==> config.mk <==
export PLATFORM = sky130hd
export DESIGN_NAME = high_side_driver_control
export DESIGN_NICKNAME = d
export VERILOG_FILES = /design/src/hdl/hs_driver_pkg.sv /design/src/hdl/high_side_driver_control.sv /design/src/hdl/sync_two_ff.sv
export VERILOG_INCLUDE_DIRS = /design/src /design/src/hdl
export SDC_FILE = /design/constraint.sdc
export NUM_CORES = 1
export LEC_CHECK = 0
export BUFFER_PORTS_ARGS = -buffer_cell sky130_fd_sc_hd__buf_2
export CAP_MARGIN = 40
export CORE_MARGIN = 10
export CORE_UTILIZATION = 48
export DETAILED_ROUTE_END_ITERATION = 7
export GPL_ROUTABILITY_DRIVEN = 0
export GPL_TIMING_DRIVEN = 1
export PLACE_DENSITY_LB_ADDON = 0.15
export SYNTH_ARGS = -nofsm -noshare
export SYNTH_HDL_FRONTEND = slang
export SYNTH_SLANG_ARGS = --single-unit
==> constraint.sdc <==
create_clock -name mclk -period 1.6 [get_ports mclk]
set_clock_uncertainty 0.15 [all_clocks]
set_input_delay 0.24 -clock mclk [delete_from_list [all_inputs] [get_ports mclk]]
set_output_delay 0.24 -clock mclk [all_outputs]
set_load 0.02 [all_outputs]
==> src/hdl/hs_driver_map.svh <==
// Register map, field positions, reset values and decode bases of the
// high-side driver control block.
// Assumes the register port carries a 16-bit global byte address.
`ifndef HS_DRIVER_MAP_SVH
`define HS_DRIVER_MAP_SVH

// Global bases: blocking and non-blocking windows
`define HSD_BASE_BLOCKING      16'h0200
`define HSD_BASE_NONBLOCKING   16'h0300

// Register offsets inside either window
`define HSD_OFF_CONTROL        8'h28
`define HSD_OFF_STATUS         8'h29

// Reset values
`define HSD_CONTROL_RESET      8'h00
`define HSD_STATUS_RESET       8'h00

// Control register fields
`define HSD_CTL_OT_IRQ_EN      7
`define HSD_CTL_HV_SD_EN       6
`define HSD_CTL_PWM_SEL_TWO    5
`define HSD_CTL_PWM_SEL_ONE    4
`define HSD_CTL_PWM_GATE_TWO   3
`define HSD_CTL_PWM_GATE_ONE   2
`define HSD_CTL_DRV_TWO_ON     1
`define HSD_CTL_DRV_ONE_ON     0

// Status register fields
`define HSD_STS_OT_COND        7
`define HSD_STS_CLIM_TWO       3
`define HSD_STS_CLIM_ONE       2
`define HSD_STS_OPEN_TWO       1
`define HSD_STS_OPEN_ONE       0

`endif

==> src/hdl/hs_driver_pkg.sv <==
// Types shared by the high-side driver control block.
// Assumes hs_driver_map.svh supplies the numeric constants.
package hs_driver_pkg;

    // Which register an access selects, one-hot
    typedef enum logic [2:0] {
        SEL_NONE    = 3'b001,
        SEL_CONTROL = 3'b010,
        SEL_STATUS  = 3'b100
    } reg_sel_t;

    // Protection state of the driver pair, one-hot
    typedef enum logic [2:0] {
        PROT_RUN     = 3'b001,
        PROT_OT_OFF  = 3'b010,
        PROT_HV_OFF  = 3'b100
    } prot_state_t;

endpackage : hs_driver_pkg

==> src/hdl/high_side_driver_control.sv <==
// Control and status logic for two high-side power drivers.
// Assumes a single-cycle register port on mclk (address, read and write
// strobes), PWM channels from logic on mclk, and analog indications that
// arrive asynchronously and are synchronised here.
`timescale 1ns/1ps
`include "hs_driver_map.svh"

module high_side_driver_control (
    // Clock and reset
    input  wire logic        mclk,
    input  wire logic        rst_n,
    // Register port
    input  wire logic [15:0] regAddr,
    input  wire logic        regWrite,
    input  wire logic        regRead,
    input  wire logic [7:0]  regWdata,
    output logic      [7:0]  regRdata,
    output logic             regHit,
    // PWM channels from the PWM module
    input  wire logic [1:0]  pwmChannel,
    // Power mode and cyclic sensing
    input  wire logic        lowPowerMode,
    input  wire logic        cyclicSenseKeep,
    // Analog indications, asynchronous
    input  wire logic        overtempRaw,
    input  wire logic        highVoltageRaw,
    input  wire logic [1:0]  currentLimitRaw,
    input  wire logic [1:0]  openLoadRaw,
    // Driver gate commands to the analog switches
    output logic      [1:0]  driverGate,
    // Toward the interrupt controller
    output logic             overtempFlag,
    output logic             overtempIrq
);

    // Declarations
    // Everything after the synchronisers runs on mclk alone
    logic [7:0]               driverControlReg;
    logic [5:0]               analogSync;
    logic [1:0]               modeSync;
    logic                     lowPowerSync;
    logic                     keepSync;
    logic                     hvTrip;
    logic                     otTrip;
    logic [1:0]               openLoadSeen;
    logic                     overtempCondition;
    logic                     highVoltageCondition;
    logic [1:0]               currentLimit;
    logic [1:0]               openLoad;
    logic                     overtempPrev;
    logic                     overtempShutdown;
    logic                     hvShutdown;
    logic                     next_overtempShutdown;
    logic                     next_hvShutdown;
    logic                     next_overtempFlag;
    logic [1:0]               next_driverGate;
    logic [7:0]               next_regRdata;
    logic [7:0]               driverStatusReg;
    logic                     controlHit;
    logic                     statusHit;
    logic                     controlWrite;
    logic                     statusRead;
    logic                     overtempRise;
    logic                     powerAllowed;
    logic                     shutdownActive;
    logic [1:0]               pwmSelected;
    logic [1:0]               pwmGateOk;
    logic [1:0]               driverRequest;
    hs_driver_pkg::reg_sel_t  regSel;
    hs_driver_pkg::prot_state_t protState;

    // Address decode
    // Unmapped addresses fall through to a zero read, never a fault

    // Both windows alias the same registers; the window only tells the
    // bus whether to stall, which does not matter to this block
    function automatic logic hitsOffset(input logic [15:0] addr,
                                        input logic [7:0]  offset);
        logic [15:0] blockAddr;
        logic [15:0] freeAddr;
        blockAddr = `HSD_BASE_BLOCKING + {8'h00, offset};
        freeAddr  = `HSD_BASE_NONBLOCKING + {8'h00, offset};
        hitsOffset = (addr == blockAddr) || (addr == freeAddr);
    endfunction : hitsOffset

    // Register select
    assign controlHit   = hitsOffset(regAddr, `HSD_OFF_CONTROL);
    assign statusHit    = hitsOffset(regAddr, `HSD_OFF_STATUS);
    assign regHit       = controlHit || statusHit;
    assign regSel       = controlHit ? hs_driver_pkg::SEL_CONTROL :
                          statusHit  ? hs_driver_pkg::SEL_STATUS :
                                       hs_driver_pkg::SEL_NONE;
    assign controlWrite = regWrite && controlHit;
    assign statusRead   = regRead && statusHit;

    // Synchronisation of the analog indications
    // Each bit is a slow level; a glitch may still pass as a short pulse

    // The analog comparators run unclocked, so nothing reads them raw
    sync_two_ff #(
        .WIDTH (6)
    ) u_analog_sync (
        .mclk    (mclk),
        .rst_n   (rst_n),
        .asyncIn ({overtempRaw, highVoltageRaw, currentLimitRaw, openLoadRaw}),
        .syncOut (analogSync)
    );

    // Named views of the synchronised bundle
    assign overtempCondition    = analogSync[5];
    assign highVoltageCondition = analogSync[4];
    assign currentLimit         = analogSync[3:2];
    assign openLoad             = analogSync[1:0];

    // Power mode levels arrive from pins as well, so they pass two flops
    sync_two_ff #(
        .WIDTH (2)
    ) u_mode_sync (
        .mclk    (mclk),
        .rst_n   (rst_n),
        .asyncIn ({lowPowerMode, cyclicSenseKeep}),
        .syncOut (modeSync)
    );

    // Named views of the mode bundle
    assign lowPowerSync = modeSync[1];
    assign keepSync     = modeSync[0];

    // Control register
    // Plain storage; every field acts through the logic further down

    // Software control register; all fields plain read/write
    always_ff @(posedge mclk) begin
        if (!rst_n) begin
            driverControlReg <= `HSD_CONTROL_RESET;
        end else if (controlWrite) begin
            driverControlReg <= regWdata;
        end
    end

    // Shutdown latches
    // A write re-arms only the causes whose conditions have gone away

    // A condition that is still present when the control write lands
    // keeps the latch set, so the write cannot defeat the protection
    assign next_overtempShutdown =
        overtempCondition ||
        (overtempShutdown && !controlWrite);
    // High voltage trips only while its enable bit is set
    assign hvTrip = highVoltageCondition &&
                    driverControlReg[`HSD_CTL_HV_SD_EN];
    assign next_hvShutdown =
        hvTrip ||
        (hvShutdown && !controlWrite);

    // Protection latches
    always_ff @(posedge mclk) begin
        if (!rst_n) begin
            overtempShutdown <= 1'b0;
            hvShutdown       <= 1'b0;
        end else begin
            overtempShutdown <= next_overtempShutdown;
            hvShutdown       <= next_hvShutdown;
        end
    end

    // Summary state, overtemperature named first when both are held
    assign protState = overtempShutdown ? hs_driver_pkg::PROT_OT_OFF :
                       hvShutdown       ? hs_driver_pkg::PROT_HV_OFF :
                                          hs_driver_pkg::PROT_RUN;

    // Overtemperature acts through its live level and its latch alike
    assign otTrip = overtempCondition || overtempShutdown;

    // Live conditions cut the drivers one mclk after they are seen, without waiting for the latch
    assign shutdownActive =
        otTrip ||
        hvTrip ||
        (protState != hs_driver_pkg::PROT_RUN);

    // Driver gating
    // PWM edges reach the switches one mclk after the channel input

    // In Sleep or Stop the drivers run only when cyclic sensing asks
    assign powerAllowed = !lowPowerSync || keepSync;

    // PWM level picked by one select bit; shared by both drivers
    function automatic logic pwmPick(input logic       chanSel,
                                     input logic [1:0] channels);
        pwmPick = chanSel ? channels[1] : channels[0];
    endfunction : pwmPick

    // Channel choice per driver
    assign pwmSelected[0] = pwmPick(driverControlReg[`HSD_CTL_PWM_SEL_ONE], pwmChannel);
    assign pwmSelected[1] = pwmPick(driverControlReg[`HSD_CTL_PWM_SEL_TWO], pwmChannel);

    // Without gating the driver follows its enable bit alone
    assign pwmGateOk[0] = !driverControlReg[`HSD_CTL_PWM_GATE_ONE] ||
                          pwmSelected[0];
    assign pwmGateOk[1] = !driverControlReg[`HSD_CTL_PWM_GATE_TWO] ||
                          pwmSelected[1];

    // Software enables
    assign driverRequest[0] = driverControlReg[`HSD_CTL_DRV_ONE_ON];
    assign driverRequest[1] = driverControlReg[`HSD_CTL_DRV_TWO_ON];

    // Final gate per driver, both cut together by any shutdown
    assign next_driverGate = (driverRequest & pwmGateOk) &
                             {2{powerAllowed && !shutdownActive}};

    // Registered gate so the analog switches see no decode glitches
    always_ff @(posedge mclk) begin
        if (!rst_n) begin
            driverGate <= 2'b00;
        end else begin
            driverGate <= next_driverGate;
        end
    end

    // Overtemperature interrupt flag
    // Level toward the interrupt controller; a status read clears it

    // Edge of the synchronised condition marks one event
    assign overtempRise = overtempCondition && !overtempPrev;

    // A new event in the clearing read cycle survives the read
    assign next_overtempFlag = overtempRise ||
                               (overtempFlag && !statusRead);

    // Event latch and edge history
    always_ff @(posedge mclk) begin
        if (!rst_n) begin
            overtempPrev <= 1'b0;
            overtempFlag <= 1'b0;
        end else begin
            overtempPrev <= overtempCondition;
            overtempFlag <= next_overtempFlag;
        end
    end

    // Mask only the request; the latched flag stays visible upstream
    assign overtempIrq = overtempFlag &&
                         driverControlReg[`HSD_CTL_OT_IRQ_EN];

    // Status register and read data
    // Status is rebuilt each cycle from synchronised levels, nothing sticky

    // Open load means nothing while the output is off, PWM off phase too
    assign openLoadSeen = openLoad & driverGate;

    // Status byte assembled from the synchronised levels
    always_comb begin
        driverStatusReg = `HSD_STATUS_RESET;
        driverStatusReg[`HSD_STS_OT_COND]  = overtempCondition;
        driverStatusReg[`HSD_STS_CLIM_TWO] = currentLimit[1];
        driverStatusReg[`HSD_STS_CLIM_ONE] = currentLimit[0];
        driverStatusReg[`HSD_STS_OPEN_TWO] = openLoadSeen[1];
        driverStatusReg[`HSD_STS_OPEN_ONE] = openLoadSeen[0];
    end

    // Read data mux; unmapped addresses return zero
    always_comb begin
        unique case (regSel)
            hs_driver_pkg::SEL_CONTROL: begin
                next_regRdata = driverControlReg;
            end
            hs_driver_pkg::SEL_STATUS: begin
                next_regRdata = driverStatusReg;
            end
            hs_driver_pkg::SEL_NONE: begin
                next_regRdata = 8'h00;
            end
            default: begin
                next_regRdata = 8'h00;
            end
        endcase
    end

    // Read data is held until the next read
    always_ff @(posedge mclk) begin
        if (!rst_n) begin
            regRdata <= 8'h00;
        end else if (regRead) begin
            regRdata <= next_regRdata;
        end
    end

endmodule : high_side_driver_control

==> src/hdl/sync_two_ff.sv <==
// Two-flop synchroniser for a bundle of independent level signals.
// Assumes each bit is a slow level; no word coherence is promised.
`timescale 1ns/1ps

module sync_two_ff #(
    parameter int WIDTH = 6
) (
    // Clock and reset
    input  wire logic             mclk,
    input  wire logic             rst_n,
    // Asynchronous levels in, synchronised levels out
    input  wire logic [WIDTH-1:0] asyncIn,
    output logic      [WIDTH-1:0] syncOut
);

    logic [WIDTH-1:0] firstStage;

    // First stage is read by the second stage only
    always_ff @(posedge mclk) begin
        if (!rst_n) begin
            firstStage <= '0;
            syncOut    <= '0;
        end else begin
            firstStage <= asyncIn;
            syncOut    <= firstStage;
        end
    end

endmodule : sync_two_ff
==> qor.yml <==
drc: 0
crit_top_cell: "buf_2"
cts_tree: "yes"
critPathKind: "in -> out"
worst_slack_ns: 0.03159
grt_pass1_wl_um: 5375
nNetsFinal: 245
clk_pin_slew_ns: 0.10
pre_cts_ws_ns: -0.02962
fp.dieW_um: 74.37
powerDensity_nw_per_um2: 911.9
synth_cell_types: 26
worstReg2RegStart: "overtempShutdown"
slowest_delay_ns: 0.38
holdWs_ns: 0.1123
dieArea_um2: 5531
antenna_found_initial: 0
ys_seq_elements: 38
final_max_slew_viol_count: 0
first_pass_iters: 4
vias: 1199
setup_viol: 0
ioPinCount: 51
rr_endpoint: "driverGate[0]"
htreeDepth: 2
hold_class: "in -> reg"
critical_path_buf_inv_count: 2
status: "completed"
synth_top_area_share_pct: 53.62
worstSetupStartpoint: "regAddr[15]"
post_drt_wl_per_cell_um: 13.96
cts_buffer_depth: 2
grt_overflow_total: 0
track_usage_pct: 12.35
syn_avg_cell_area_um2: 10.36
max_freq_ghz: 0.6376
wl_um: 3323
synth-warning-count: 0
path_max_fanout: 4
worstMarginPinSlew_ns: 0.3366
cpLargestDelayFamily: "simple AND/OR/NAND/NOR gates"
netlist_area_um2: 1419
cp-end-kind: "output pin"
core_area_um2: 2781
vdd_drop_max_uv: 835.0
synth_flop_cell: "dfxtp_1"
r2r_setup_slack_ns: 0.09
fill_cells: 219
whs_path_depth: 3
start_util_pct: 51.01
yosysSeqAreaShare_pct: 53.62
drt_iter0_markers: 55
min_from: "regRead"
slew_headroom_pct: 77.47
ant_nets: 0
finalHoldViolations: 0
io_buffers: 49
rows: 19
layout-drive-gt1-share_pct: 32.37
required_ns: 1.21
max_cap_viol_count: 0
avgViaCountPerCell: 5.038
start_kind: "primary input"
path_cells: "buf_2, nor4b_4, and4_4, buf_2"
hold_path_end: "regRdata[6]"
reg2regPathDepth: 3
grt_pass1_vias: 1197
cp_slowest_cell: "nor4b_4"
use_met1_pct: 13.32
synth_edf_count: 0
synth_nets: 175
netlist_top_cells_count: "38 x dfxtp_1, 24 x nand2_1, 18 x and2_1"
grt_max_degree: 33
cts_buffers: 5
syn_to_final_growth_pct: 38.98
cts.sinks: 38
post_cts_buffers: 0
die_h_um: 74.37
period_share_pct: 98.03
layout_min_cycle_time_ns: 1.568
synth_top_area_cell: "dfxtp_1"
arrival_ns: 1.18
clockRootBuffer: "clkbuf_4"
use_met3_pct: 6.383
p_leak_nw: 0.9223
postSynthCellCount: 137
worstSkewPairLatency_ns: 0.34
busiest_layer: "met2"
antenna_cells: 0
use_met2_pct: 19.44
synthArstFlopShare_pct: 0
yosysMostFrequentCell: "dfxtp_1"
hpwl_um: 2465
ys_top_cells_by_area: "dfxtp_1 54%, mux2i_1 9.2%, and2_1 7.9%"
## how the worst max path moves through the flow
stage	to	slack [ns]	depth (start not counted)
after floorplan	overtempShutdown	0.21	5
after global placement	regHit	0.03	4
after detailed placement	overtempShutdown	-0.03	5
after CTS	regHit	0.007	4
after global routing	regHit	-0.01	4
final	regHit	0.03	4
## report_power, final
group	leakage, nW	internal, mW	switching [mW]
clock	0.0443	0.364	0.285
combinational	0.568	0.0986	0.0722
sequential	0.310	0.970	0.00790
## sequential cells by signal, indices dropped and copies added (netlist names)
register and count:
driverControlReg 8, regRdata 8, u_analog_sync.firstStage 6, u_analog_sync.syncOut 6
driverGate 2, u_mode_sync.firstStage 2, u_mode_sync.syncOut 2, hvShutdown 1
overtempFlag 1, overtempPrev 1, overtempShutdown 1
## worst register-to-register path: stages (launching register included)
cell and delay [ns]:
dfxtp_1 0.33, or4b_4 0.54, a221oi_2 0.24, and3_1 0.19
## placed cells by master (no fill, tap or decap), drive strengths merged
master,instances
a21o,1
a221oi,1
a31o,2
a31oi,2
and2,18
and3,3
and4,1
buf,53
bufinv,1
clkbuf,6
dfxtp,38
dlygate4sd3,16
inv,1
mux2i,13
nand2,24
nand2b,1
nand3b,3
nand4,3
nor2,1
nor2b,3
nor4b,5
nor4bb,1
o211ai,1
o21ai,8
or4b,1
## cells by family after synthesis
family	synth area share, %
buffers and inverters	2.733
AOI/OAI and AO/OA	7.055
and+or+nand+nor	27.43
muxes	9.171
DFF	53.62
## what timing repair did
action	4_1_cts	5_1_grt
hold endpoints to repair	16	0
endpoints found under the setup margin	1	2
pin swaps	0	1
hold buffers	16	0
gates resized for setup	2	3
## metal layers
metal | share of wire [%] | wire, um
met5 | 0 | 0
met4 | 2.3 | 76
met3 | 12 | 402
met2 | 44 | 1464
met1 | 41 | 1379
## layout make-up
| cell class | count | area (um^2) | share of cell area (%) |
|---|---|---|---|
| clock buffers | 6 | 51.30 | 2.602 |
| repair buffers | 69 | 435.4 | 22.08 |
| flip-flops and latches | 38 | 760.7 | 38.58 |
| inverters | 1 | 3.754 | 0.1904 |
| clock inverters | 1 | 30.03 | 1.523 |
| well taps | 31 | 38.79 | 1.967 |
| multi-input cells | 92 | 651.9 | 33.06 |
## metrics by stage
| step | std cells | TNS [ns] | util, % | cell area [um^2] | total power, mW |
|---|---|---|---|---|---|
| final | 238 | 0 | 70.90 | 1972 | 1.798 |
| after CTS | 238 | 0 | 70.36 | 1957 | 1.815 |
| after global placement | 215 | 0 | 61.04 | 1698 | 1.125 |
| after detailed placement | 215 | -0.07144 | 61.04 | 1698 | 1.131 |
| after global routing | 238 | -0.01128 | 70.90 | 1972 | 1.875 |
| after floorplan | 137 | 0 | - | 1419 | 1.063 |
No activity file was read; power rests on OpenSTA's default activity.
